<file path="config.mk">
export PLATFORM = sky130hd
export DESIGN_NAME = tmr_timer
export DESIGN_NICKNAME = d
export VERILOG_FILES = /design/src/core/tmr_timer.v
export VERILOG_INCLUDE_DIRS = /design/src /design/src/core
export SDC_FILE = /design/constraint.sdc
export NUM_CORES = 1
export LEC_CHECK = 0
export BUFFER_PORTS_ARGS = -buffer_cell sky130_fd_sc_hd__buf_2
export CORE_MARGIN = 2
export CORE_UTILIZATION = 47
export CTS_BUF_LIST = sky130_fd_sc_hd__clkbuf_2 sky130_fd_sc_hd__clkbuf_4 sky130_fd_sc_hd__clkbuf_8
export CTS_CLUSTER_SIZE = 24
export DETAILED_ROUTE_END_ITERATION = 6
export GPL_ROUTABILITY_DRIVEN = 0
export PLACE_DENSITY = 0.77
export SLEW_MARGIN = 30
export SYNTH_ARGS = -nofsm -noshare
export SYNTH_HDL_FRONTEND = slang
export SYNTH_SLANG_ARGS = --single-unit
</file>
<file path="constraint.sdc">
create_clock -name pclk -period 2.95 [get_ports pclk]
set_input_delay 0.1475 -clock pclk [delete_from_list [all_inputs] [get_ports pclk]]
set_output_delay 0.1475 -clock pclk [all_outputs]
set_load 0.005 [all_outputs]
</file>
<file path="src/core/tmr_regs.vh">
// Register map, field positions and encodings of the 8-bit timer
`ifndef TMR_REGS_VH
`define TMR_REGS_VH

// Register byte addresses
`define TMR_ADDR_CTRL    8'h00
`define TMR_ADDR_COUNT   8'h04
`define TMR_ADDR_CMP     8'h08
`define TMR_ADDR_FLAG    8'h0c
`define TMR_ADDR_MASK    8'h10
`define TMR_ADDR_STAT    8'h14

// Control register fields
`define TMR_CS_LSB       0
`define TMR_CS_MSB       2
`define TMR_WGM_LSB      3
`define TMR_WGM_MSB      4
`define TMR_COM_LSB      5
`define TMR_COM_MSB      6
`define TMR_FOC_BIT      7

// Flag and mask register bits
`define TMR_OVF_BIT      0
`define TMR_CMP_BIT      1

// Clock select codes
`define TMR_CS_STOP      3'h0
`define TMR_CS_DIV1      3'h1
`define TMR_CS_DIV8      3'h2
`define TMR_CS_DIV64     3'h3
`define TMR_CS_DIV256    3'h4
`define TMR_CS_DIV1024   3'h5
`define TMR_CS_EXT_FALL  3'h6
`define TMR_CS_EXT_RISE  3'h7

// Highest prescaler bit that must be set for each division
`define TMR_TAP_DIV8     2
`define TMR_TAP_DIV64    5
`define TMR_TAP_DIV256   7
`define TMR_TAP_DIV1024  9

// Waveform modes
`define TMR_WGM_NORMAL   2'h0
`define TMR_WGM_PHASE    2'h1
`define TMR_WGM_CTC      2'h2
`define TMR_WGM_FAST     2'h3

// Compare output modes
`define TMR_COM_NONE     2'h0
`define TMR_COM_TOGGLE   2'h1
`define TMR_COM_CLEAR    2'h2
`define TMR_COM_SET      2'h3

// Counter extremes and reset values
`define TMR_BOTTOM       8'h00
`define TMR_MAX          8'hff
`define TMR_RST_BYTE     8'h00

`endif

</file>
<file path="src/core/tmr_timer.v">
// 8-bit timer/counter with one compare unit, PWM and an APB register slave
`timescale 1ns/100ps
`include "tmr_regs.vh"

module tmr_timer
#(
    parameter ADDR_W = 8,
    parameter PRE_W  = 10
)
(
    // APB slave
    input  wire              pclk,
    input  wire              presetn,
    input  wire              psel,
    input  wire              penable,
    input  wire              pwrite,
    input  wire [ADDR_W-1:0] paddr,
    input  wire [31:0]       pwdata,
    output reg  [31:0]       prdata,
    output reg               pready,
    output reg               pslverr,
    // External clock pin
    input  wire              ext_clock_pin,
    // CPU interrupt handshake
    input  wire              global_irq_enable,
    input  wire              overflow_irq_ack,
    input  wire              compare_irq_ack,
    output reg               overflow_irq,
    output reg               compare_irq,
    // Waveform output
    output reg               compare_output
);

    // ------------------------------------------------------------
    // Registers and state
    // ------------------------------------------------------------
    reg [2:0]       clock_select_field;
    reg [1:0]       waveform_mode_field;
    reg [1:0]       compare_output_mode_field;
    reg [7:0]       counter_value;
    reg [7:0]       compare_value;
    reg [7:0]       compare_buffer;
    reg             overflow_flag;
    reg             compare_flag;
    reg             overflow_irq_enable;
    reg             compare_irq_enable;
    reg             count_down;
    reg             match_block;
    reg [PRE_W-1:0] prescaler;
    reg             ext_sync1;
    reg             ext_sync2;
    reg             ext_prev;

    // ------------------------------------------------------------
    // Helper functions
    // ------------------------------------------------------------
    // Tick select from prescaler taps and external edges
    function tick_of;
        input [2:0]       sel;
        input [PRE_W-1:0] pre;
        input             rise;
        input             fall;
        begin
            case (sel)
                `TMR_CS_DIV1:     tick_of = 1'b1;
                `TMR_CS_DIV8:     tick_of = &pre[`TMR_TAP_DIV8:0];
                `TMR_CS_DIV64:    tick_of = &pre[`TMR_TAP_DIV64:0];
                `TMR_CS_DIV256:   tick_of = &pre[`TMR_TAP_DIV256:0];
                `TMR_CS_DIV1024:  tick_of = &pre[`TMR_TAP_DIV1024:0];
                `TMR_CS_EXT_FALL: tick_of = fall;
                `TMR_CS_EXT_RISE: tick_of = rise;
                default:          tick_of = 1'b0;
            endcase
        end
    endfunction

    // Non-PWM output action for a match or a forced match
    function oc_plain;
        input [1:0] com;
        input       oc;
        begin
            case (com)
                `TMR_COM_TOGGLE: oc_plain = ~oc;
                `TMR_COM_CLEAR:  oc_plain = 1'b0;
                `TMR_COM_SET:    oc_plain = 1'b1;
                default:         oc_plain = oc;
            endcase
        end
    endfunction

    // ------------------------------------------------------------
    // Bus decode
    // ------------------------------------------------------------
    wire apb_acc  = psel & penable & pready;
    wire apb_wr   = apb_acc & pwrite;
    wire wr_ctrl  = apb_wr & (paddr == `TMR_ADDR_CTRL);
    wire wr_count = apb_wr & (paddr == `TMR_ADDR_COUNT);
    wire wr_cmp   = apb_wr & (paddr == `TMR_ADDR_CMP);
    wire wr_flag  = apb_wr & (paddr == `TMR_ADDR_FLAG);
    wire wr_mask  = apb_wr & (paddr == `TMR_ADDR_MASK);
    wire pwm_mode = (waveform_mode_field == `TMR_WGM_PHASE) |
                    (waveform_mode_field == `TMR_WGM_FAST);
    wire force_cmp = wr_ctrl & pwdata[`TMR_FOC_BIT];

    // ------------------------------------------------------------
    // Timer tick
    // ------------------------------------------------------------
    wire ext_rise = ext_sync2 & ~ext_prev;
    wire ext_fall = ~ext_sync2 & ext_prev;
    wire timer_tick = tick_of(clock_select_field, prescaler, ext_rise, ext_fall);

    always @(posedge pclk or negedge presetn)
    begin
        if (!presetn)
        begin
            prescaler <= {PRE_W{1'b0}};
            ext_sync1 <= 1'b0;
            ext_sync2 <= 1'b0;
            ext_prev  <= 1'b0;
        end
        else
        begin
            prescaler <= prescaler + {{(PRE_W-1){1'b0}}, 1'b1};
            ext_sync1 <= ext_clock_pin;
            ext_sync2 <= ext_sync1;
            ext_prev  <= ext_sync2;
        end
    end

    // ------------------------------------------------------------
    // Counter sequence
    // ------------------------------------------------------------
    wire at_bottom = (counter_value == `TMR_BOTTOM);
    wire at_max    = (counter_value == `TMR_MAX);
    wire cmp_match = (counter_value == compare_value);
    wire live_match = timer_tick & cmp_match & ~match_block;

    reg [7:0] next_count;
    reg       next_down;
    reg       ovf_event;
    reg       load_buffer;
    always @*
    begin
        next_count  = counter_value;
        next_down   = count_down;
        ovf_event   = 1'b0;
        load_buffer = 1'b0;
        case (waveform_mode_field)
            `TMR_WGM_PHASE:
            begin
                if (!count_down && at_max)
                begin
                    next_down   = 1'b1;
                    next_count  = counter_value - 8'h01;
                    load_buffer = 1'b1;
                end
                else if (count_down && at_bottom)
                begin
                    next_down  = 1'b0;
                    next_count = counter_value + 8'h01;
                    ovf_event  = 1'b1;
                end
                else if (count_down)
                    next_count = counter_value - 8'h01;
                else
                    next_count = counter_value + 8'h01;
            end
            `TMR_WGM_CTC:
            begin
                next_down = 1'b0;
                if (cmp_match)
                    next_count = `TMR_BOTTOM;
                else
                    next_count = counter_value + 8'h01;
                ovf_event = at_max;
            end
            `TMR_WGM_FAST:
            begin
                next_down   = 1'b0;
                next_count  = counter_value + 8'h01;
                ovf_event   = at_max;
                load_buffer = at_max;
            end
            default:
            begin
                next_down  = 1'b0;
                next_count = counter_value + 8'h01;
                ovf_event  = at_max;
            end
        endcase
    end

    always @(posedge pclk or negedge presetn)
    begin
        if (!presetn)
        begin
            counter_value <= `TMR_RST_BYTE;
            count_down    <= 1'b0;
            match_block   <= 1'b0;
        end
        else
        begin
            if (wr_count)
            begin
                counter_value <= pwdata[7:0];
                match_block   <= 1'b1;
            end
            else if (timer_tick)
            begin
                counter_value <= next_count;
                count_down    <= next_down;
                match_block   <= 1'b0;
            end
            if (!wr_count && timer_tick == 1'b0 && !pwm_mode)
                count_down <= 1'b0;
        end
    end

    // ------------------------------------------------------------
    // Compare register and buffer
    // ------------------------------------------------------------
    always @(posedge pclk or negedge presetn)
    begin
        if (!presetn)
        begin
            compare_value  <= `TMR_RST_BYTE;
            compare_buffer <= `TMR_RST_BYTE;
        end
        else
        begin
            if (wr_cmp)
                compare_buffer <= pwdata[7:0];
            if (wr_cmp && !pwm_mode)
                compare_value <= pwdata[7:0];
            else if (pwm_mode && timer_tick && load_buffer)
                compare_value <= compare_buffer;
        end
    end

    // ------------------------------------------------------------
    // Waveform output
    // ------------------------------------------------------------
    reg next_oc;
    always @*
    begin
        next_oc = compare_output;
        if (!pwm_mode)
        begin
            if (live_match || force_cmp)
                next_oc = oc_plain(compare_output_mode_field,
                                   compare_output);
        end
        else if (compare_output_mode_field[1])
        begin
            if (waveform_mode_field == `TMR_WGM_FAST)
            begin
                if (live_match)
                    next_oc = compare_output_mode_field[0];
                else if (timer_tick && at_max)
                    next_oc = ~compare_output_mode_field[0];
            end
            else if (live_match)
                next_oc = count_down ^ compare_output_mode_field[0];
        end
    end

    always @(posedge pclk or negedge presetn)
    begin
        if (!presetn)
            compare_output <= 1'b0;
        else
            compare_output <= next_oc;
    end

    // ------------------------------------------------------------
    // Control, flags, masks, interrupts
    // ------------------------------------------------------------
    wire ovf_set = timer_tick & ovf_event;
    wire cmp_set = live_match;
    always @(posedge pclk or negedge presetn)
    begin
        if (!presetn)
        begin
            clock_select_field        <= `TMR_CS_STOP;
            waveform_mode_field       <= `TMR_WGM_NORMAL;
            compare_output_mode_field <= `TMR_COM_NONE;
            overflow_flag             <= 1'b0;
            compare_flag              <= 1'b0;
            overflow_irq_enable       <= 1'b0;
            compare_irq_enable        <= 1'b0;
            overflow_irq              <= 1'b0;
            compare_irq               <= 1'b0;
        end
        else
        begin
            if (wr_ctrl)
            begin
                clock_select_field        <= pwdata[`TMR_CS_MSB:`TMR_CS_LSB];
                waveform_mode_field       <= pwdata[`TMR_WGM_MSB:`TMR_WGM_LSB];
                compare_output_mode_field <= pwdata[`TMR_COM_MSB:`TMR_COM_LSB];
            end
            if (wr_mask)
            begin
                overflow_irq_enable <= pwdata[`TMR_OVF_BIT];
                compare_irq_enable  <= pwdata[`TMR_CMP_BIT];
            end
            if (ovf_set)
                overflow_flag <= 1'b1;
            else if (overflow_irq_ack || (wr_flag && pwdata[`TMR_OVF_BIT]))
                overflow_flag <= 1'b0;
            if (cmp_set)
                compare_flag <= 1'b1;
            else if (compare_irq_ack || (wr_flag && pwdata[`TMR_CMP_BIT]))
                compare_flag <= 1'b0;
            overflow_irq <= overflow_flag & overflow_irq_enable &
                            global_irq_enable & ~overflow_irq_ack;
            compare_irq  <= compare_flag & compare_irq_enable &
                            global_irq_enable & ~compare_irq_ack;
        end
    end

    // ------------------------------------------------------------
    // APB response
    // ------------------------------------------------------------
    reg [7:0] rd_byte;
    reg       rd_hit;
    always @*
    begin
        rd_hit = 1'b1;
        case (paddr)
            `TMR_ADDR_CTRL:  rd_byte = {1'b0, compare_output_mode_field,
                                        waveform_mode_field, clock_select_field};
            `TMR_ADDR_COUNT: rd_byte = counter_value;
            `TMR_ADDR_CMP:   rd_byte = pwm_mode ? compare_buffer : compare_value;
            `TMR_ADDR_FLAG:  rd_byte = {6'h00, compare_flag, overflow_flag};
            `TMR_ADDR_MASK:  rd_byte = {6'h00, compare_irq_enable, overflow_irq_enable};
            `TMR_ADDR_STAT:  rd_byte = {5'h00, count_down, at_bottom, compare_output};
            default:
            begin
                rd_byte = `TMR_RST_BYTE;
                rd_hit  = 1'b0;
            end
        endcase
    end

    always @(posedge pclk or negedge presetn)
    begin
        if (!presetn)
        begin
            pready  <= 1'b0;
            prdata  <= 32'h0000_0000;
            pslverr <= 1'b0;
        end
        else
        begin
            pready  <= psel & penable & ~pready;
            prdata  <= 32'h0000_0000;
            pslverr <= 1'b0;
            if (psel && penable && !pready)
            begin
                prdata  <= pwrite ? 32'h0000_0000 : {24'h00_0000, rd_byte};
                pslverr <= ~rd_hit;
            end
        end
    end

endmodule

</file>
Word level (Yosys, flattened, before mapping)
Cells that the tools add are included.
{ "word_totals": {"reg_bits": 87, "in_bits": 49, "out_inout_bits": 37, "elab_cells": 159} }
{ "classes": {"addsub": 3, "n_eq_ne": 25, "muxes": 41, "bitwise": 33, "reduce_logical": 35} }
{ "op_table": {"columns": ["cell", "n"], "rows": [
  ["8-bit two-way mux", 11],
  ["8-bit one-hot mux with 6 select lines", 1],
  ["1-bit two-way mux", 25],
  ["1-bit AND", 21],
  ["8-bit by 4-bit == test with 1-bit output, second input constant", 2],
  ["8-bit by 5-bit == test with 1-bit output, second input constant", 2],
  ["8-bit logical NOT", 2],
  ["8-bit one-hot mux with 2 select lines", 1],
  ["3-bit == test, second input constant", 4],
  ["1-bit logical AND", 12],
  ["2-bit nonzero test", 6],
  ["10-bit by 1-bit adder with 10-bit output, second input constant", 1],
  ["1-bit NOT", 10],
  ["10-bit AND reduction", 1],
  ["8-bit by 1-bit adder with 8-bit output, second input constant", 1],
  ["2-bit == test, second input constant", 4],
  ["8-bit by 3-bit == test with 1-bit output, second input constant", 1],
  ["8-bit == test", 1],
  ["8-bit == test, second input constant", 1],
  ["8-bit AND reduction", 1],
  ["8-bit by 1-bit subtractor with 8-bit output, second input constant", 1],
  ["1-bit one-hot mux with 7 select lines", 1],
  ["3-bit by 2-bit == test with 1-bit output, second input constant", 2],
  ["3-bit by 1-bit != test with 1-bit output, second input constant", 2],
  ["16 further kinds", 23]
]} }

Longest topological paths before layout
{ "logic_depth": {"word_depth": 9, "ltp_mapped": 9, "depth_no_buf": 8} }

Least setup slack after synthesis
No wires, ideal clock.
{ "synth_timing": {"kind": "flip-flop to flip-flop", "startpoint": "reg prescaler[0]", "endpoint": "reg compare_output", "setup_time_ns": 0.125, "arrival_time_ns": 2.067, "required_ns": 2.825, "path_slack_ns": 0.758, "stages_incl_launch_ff": 9, "n_path_buf": 1, "synth_period_minus_slack_ns": 2.192, "cell_sequence": "dfrtp_1 -> ha_1 -> ha_1 -> a2111oi_0 -> o22a_1 -> buf_2 -> inv_1 -> a32oi_1 -> mux2_2"} }
{ "synth_between": {"elab_chain_cells": 8, "word_cells_on_any_way": 17, "classes_between": "eq/ne (2); mux (5); bitwise (2); reduce/logical (8)"} }
{ "synth_rtl": {"columns": ["element", "line", "source"], "rows": [
  ["start: declaration", "tmr_timer.v:49", "reg [PRE_W-1:0] prescaler;"],
  ["start signal: assignment", "tmr_timer.v:116", "prescaler <= {PRE_W{1'b0}};"],
  ["start signal: assignment", "tmr_timer.v:123", "prescaler <= prescaler + {{(PRE_W-1){1'b0}}, 1'b1};"],
  ["10-bit AND reduction (tied with other cells)", "tmr_timer.v:69", "`TMR_CS_DIV1024: tick_of = &pre[`TMR_TAP_DIV1024:0];"],
  ["1-bit one-hot mux with 7 select lines (*)", "tmr_timer.v:64", "case (sel)"],
  ["1-bit AND (2 in series)", "tmr_timer.v:136", "wire live_match = timer_tick & cmp_match & ~match_block;"],
  ["1-bit two-way mux", "tmr_timer.v:257", "if (live_match)"],
  ["1-bit two-way mux", "tmr_timer.v:255", "if (waveform_mode_field == `TMR_WGM_FAST)"],
  ["1-bit two-way mux", "tmr_timer.v:253", "else if (compare_output_mode_field[1])"],
  ["1-bit two-way mux", "tmr_timer.v:247", "if (!pwm_mode)"],
  ["end signal: assignment", "tmr_timer.v:272", "compare_output <= next_oc;"],
  ["end: declaration", "tmr_timer.v:31", "output reg compare_output"]
]} }
Every way passes the cells marked *; elsewhere a longest branch is shown, timed or not. The select of a mux whose other input is x is not followed.
A chain may end at the register's enable or synchronous reset.

Final worst setup path
{ "layout_timing": {"startpoint": "reg counter_value[6]", "endpoint": "reg compare_output"} }
{ "layout_between": {"elab_chain_cells": 7, "word_cells_on_any_way": 14, "classes_between": "eq/ne (4); mux (4); bitwise (2); reduce/logical (4)"} }
{ "layout_rtl": {"columns": ["element", "line", "source"], "rows": [
  ["start: declaration", "tmr_timer.v:40", "reg [7:0] counter_value;"],
  ["start signal: assignment", "tmr_timer.v:197", "counter_value <= `TMR_RST_BYTE;"],
  ["start signal: assignment", "tmr_timer.v:205", "counter_value <= pwdata[7:0];"],
  ["start signal: assignment", "tmr_timer.v:210", "counter_value <= next_count;"],
  ["8-bit == test", "tmr_timer.v:135", "wire cmp_match = (counter_value == compare_value);"],
  ["1-bit AND (2 in series)", "tmr_timer.v:136", null],
  ["1-bit two-way mux", "tmr_timer.v:257", null],
  ["1-bit two-way mux", "tmr_timer.v:255", null],
  ["1-bit two-way mux", "tmr_timer.v:253", null],
  ["1-bit two-way mux", "tmr_timer.v:247", null]
]} }
Parallel ways exist; a longest one is shown, timed or not. The select of a mux whose other input is x is not followed.

==> results_dict.tcl <==
set metrics [dict create \
    gr-usage-met1_pct 30.0 \
    worst_clock_skew_ns 0.0138 \
    grt_use_met3_pct 3.93 \
    cpPeakStageDelay_ns 0.58 \
    syn-instance-count 395 \
    cts_buffer_count 9 \
    totalPowerFinal_w 0.00179 \
    antenna_found_initial 0 \
    syn_avg_cell_area_sq_um 9.68 \
    yosys_warnings 0 \
    power.leakage_nw 2.03 \
    setup_viol 0 \
    grt_busiest_layer "met2" \
    io_buffers 37 \
    layout_common_cells "dfrtp_1 (63), buf_2 (36), nor2_1 (30)" \
    timing_hold_violations_final 0 \
    final_critical_path_share_of_the_clock_period_pct 83.7 \
    drt_first_iter_violations 257 \
    switching_share_pct 26.8 \
    synthMuxAreaShare_pct 11.3 \
    crit_end "compare_output" \
    routed_wire_length_per_instance_um 16.1 \
    crit_start "counter_value[6]" \
    critical_path.reg2reg.startpoint "counter_value[6]" \
    period_needed_ns 2.47 \
    groute.usage.overall_pct 21.3 \
    post_synth_main_area_contributors "dfrtp_1 (41%), mux2i_1 (6.3%), mux2_2 (5.0%), buf_4 (4.7%), xor2_1 (3.2%)" \
    design.core.area_sq_um 7810 \
    power_frac_clock_pct 38.3 \
    post_synth_xor_xnor_area_pct 5.50 \
    worstPathMaxFanout 8 \
    synthDominantCellAreaShare_pct 41.2 \
    tritoncts "yes" \
    n_antenna_cell 0 \
    placement_rows 32 \
    cts_buffer_depth 2 \
    power_switching_w 0.000480 \
    num_vias 3069 \
    cts_repair_resize_count 0 \
    worst-slew-pin-transition_ns 0.642 \
    tritoncts_num_sinks 63 \
    met2_usage_pct 33.4 \
    power_density_over_the_cells_nw_per_um2 421 \
    drtAntennaViolNets 0 \
    mappedNetlistArea_sq_um 3820 \
    drive_gt1_share_pct 21.5 \
    firstDrtPassIters 7 \
    class_of_the_worst_hold_path "in -> reg" \
    multiInputGateArea_sq_um 2000 \
    die_h_um 94.2 \
    power.sequential.fraction_pct 50.6 \
    synth-simple-area-share_pct 16.5 \
    drt_wl_total_mm 8.76 \
    clock_tree.htree_level_count 3 \
    status "complete, no violations" \
    clk_root_buffer_cell "clkbuf_8" \
    synth-seq-cells 63 \
    n_fill_cell 715 \
    cpMaxStageDelayCell "nor4_1" \
    maxSlewViolCount 0 \
    vias_in_the_first_global_route 2856 \
    post-route-drc-count 0 \
    insertion_delay_ns 0.34 \
    max_cap_viol_count 0 \
    die_area_sq_um 8870 \
    logic_gate_share_of_total_power_pct 11.1 \
    most_common_cell_after_layout_fill_and_taps_aside "dfrtp_1" \
    die_width_um 94.2 \
    ioPinCount 86 \
    timing.critical_path.arrival_ns 2.69 \
    critPathLaunchType "flip-flop" \
    post_drt_via_cell_ratio 5.64 \
    tns_ns 0 \
    grt_first_pass_wirelength_mm 14.5 \
    detailed_place_hpwl_mm 6.43 \
    intPower_w 0.00131 \
    grt_remaining_overflow 0 \
    ys_seq_area_share_pct 41.2 \
    timing.critical_path.required_ns 3.17 \
    achievable-frequency_ghz 0.405 \
    critical_path.endpoint_type "flip-flop" \
    grt_max_degree 41 \
    grt_setup_unrepaired "no" \
    final_net_count 495 \
    initial_core_util_pct 49.0 \
    critical_setup_path_kind "reg -> reg" \
    maxSlewHeadroom_pct 57.1 \
    clk_transition_reported_paths_ns 0.07 \
    count_of_flip_flops_with_a_built_in_enable_after_synthesis 0 \
    synth_top_family_by_area "simple AND/OR/NAND/NOR gates" \
    ir_worst_vdd_mv 0.242 \
    synth-async-reset-ratio_pct 100 \
    synthAdderAreaFrac_pct 2.95 \
    compound_gate_fraction_of_synth_area_pct 13.7 \
    synth_area_leader_cell "dfrtp_1" \
    ys.flop_type "dfrtp_1" \
    reg2regPathDepth 6 \
    path_cells "xor2_1 -> nor4_1 -> nand3b_1 -> o211ai_1 -> a32oi_1 -> mux2_2" \
    synth_cell_type_count 59 \
    r2r-end "compare_output" \
    area.growth.synth_to_final_pct 11.1 \
    timing.reg2reg.setup_slack_ns 0.48 \
    register_area_sq_um 1580 \
]
[final cells by class]
cell class	count	share of cell area, %
repair buffers	50	6.84
clock inverters	5	0.766
clock buffers	11	3.57
inverters	18	1.59
flip-flops and latches	63	37.1
multi-input cells	295	47.1
well taps	102	3.01
[flip-flops by register name, indices dropped and copies added, names as in the netlist, 2 cells and up]
signal,flops
compare_output_mode_field,2
compare_buffer,8
prescaler,10
compare_value,8
waveform_mode_field,2
prdata,8
clock_select_field,3
counter_value,8
[timing repair]
action,4_1_cts,5_1_grt
buffers inserted,0,0
setup endpoints to repair,0,0
hold buffers,2,0
hold endpoints to repair,39,0
[cell usage after synthesis (3+ instances only)]
master / number
inv_1: 18
buf_4: 24
nand4_1: 3
nand3b_1: 3
or2_2: 3
xor2_1: 14
nor3_1: 5
a21o_1: 3
buf_2: 7
ha_1: 9
mux2_2: 17
o22ai_1: 11
o211ai_1: 3
and3_1: 7
xnor2_1: 10
a21oi_1: 17
dfrtp_1: 63
nand3_1: 14
o21a_1: 3
and2_1: 5
nor4_1: 3
nand2_1: 29
nor2_1: 30
mux2i_1: 24
clkbuf_1: 8
nor2b_1: 3
o21ai_0: 13
a31oi_1: 3
[logic make-up after synthesis]
group,count (synthesis)
compound gates,77
xor+xnor,24
fa+ha+maj,9
buf+inv,60
flops,63
mux,41
other cells,1
simple gates,120
[power groups by stage]
stage / clock network [W] / logic, W / registers, W
2_1_floorplan: 0 / 0.000149 / 0.000905
3_3_place_gp: 0 / 0.000185 / 0.000919
3_5_place_dp: 0 / 0.000191 / 0.000920
4_1_cts: 0.000693 / 0.000195 / 0.000904
5_1_grt: 0.000741 / 0.000221 / 0.000906
6_report: 0.000685 / 0.000197 / 0.000904
[how the worst min path moves through the flow]
stage | from | end | slack [ns] | cells past startpoint
4_1_cts | global_irq_enable | compare_irq | 0.06 | 2
2_1_floorplan | presetn | clock_select_field[0] | -0.15 | 0
3_3_place_gp | ext_clock_pin | ext_sync1 | 0.26 | 1
6_report | global_irq_enable | compare_irq | 0.07 | 2
3_5_place_dp | ext_clock_pin | ext_sync1 | 0.26 | 1
5_1_grt | global_irq_enable | compare_irq | 0.07 | 2
[routing by layer]
layer / wire length (um) / share of wire (%)
met4: 143 / 1.6
met3: 674 / 7.7
met5: 0 / 0
met2: 4010 / 46
met1: 3930 / 45
[critical path, delay by kind of cell (launching register included)]
kind	cells	cell delay [ns]
xor gates and xnor gates	1	0.23
AOI/OAI and AO/OA	2	0.39
muxes	1	0.29
and+or+nand+nor	2	0.91
DFF	1	0.52
[stage by stage]
step	util, %	hold slack (ns)	setup slack [ns]	cells	cell area (sq um)
after detailed placement	51.7	0.261	0.558	526	4040
after global placement	51.7	0.262	0.569	526	4040
final	54.4	0.0730	0.480	544	4250
after floorplan	-	-0.148	0.758	418	3910
after global routing	54.4	0.0657	0.377	544	4250
after CTS	54.4	0.0631	0.529	544	4240
No activity file was read; power rests on OpenSTA's default activity.
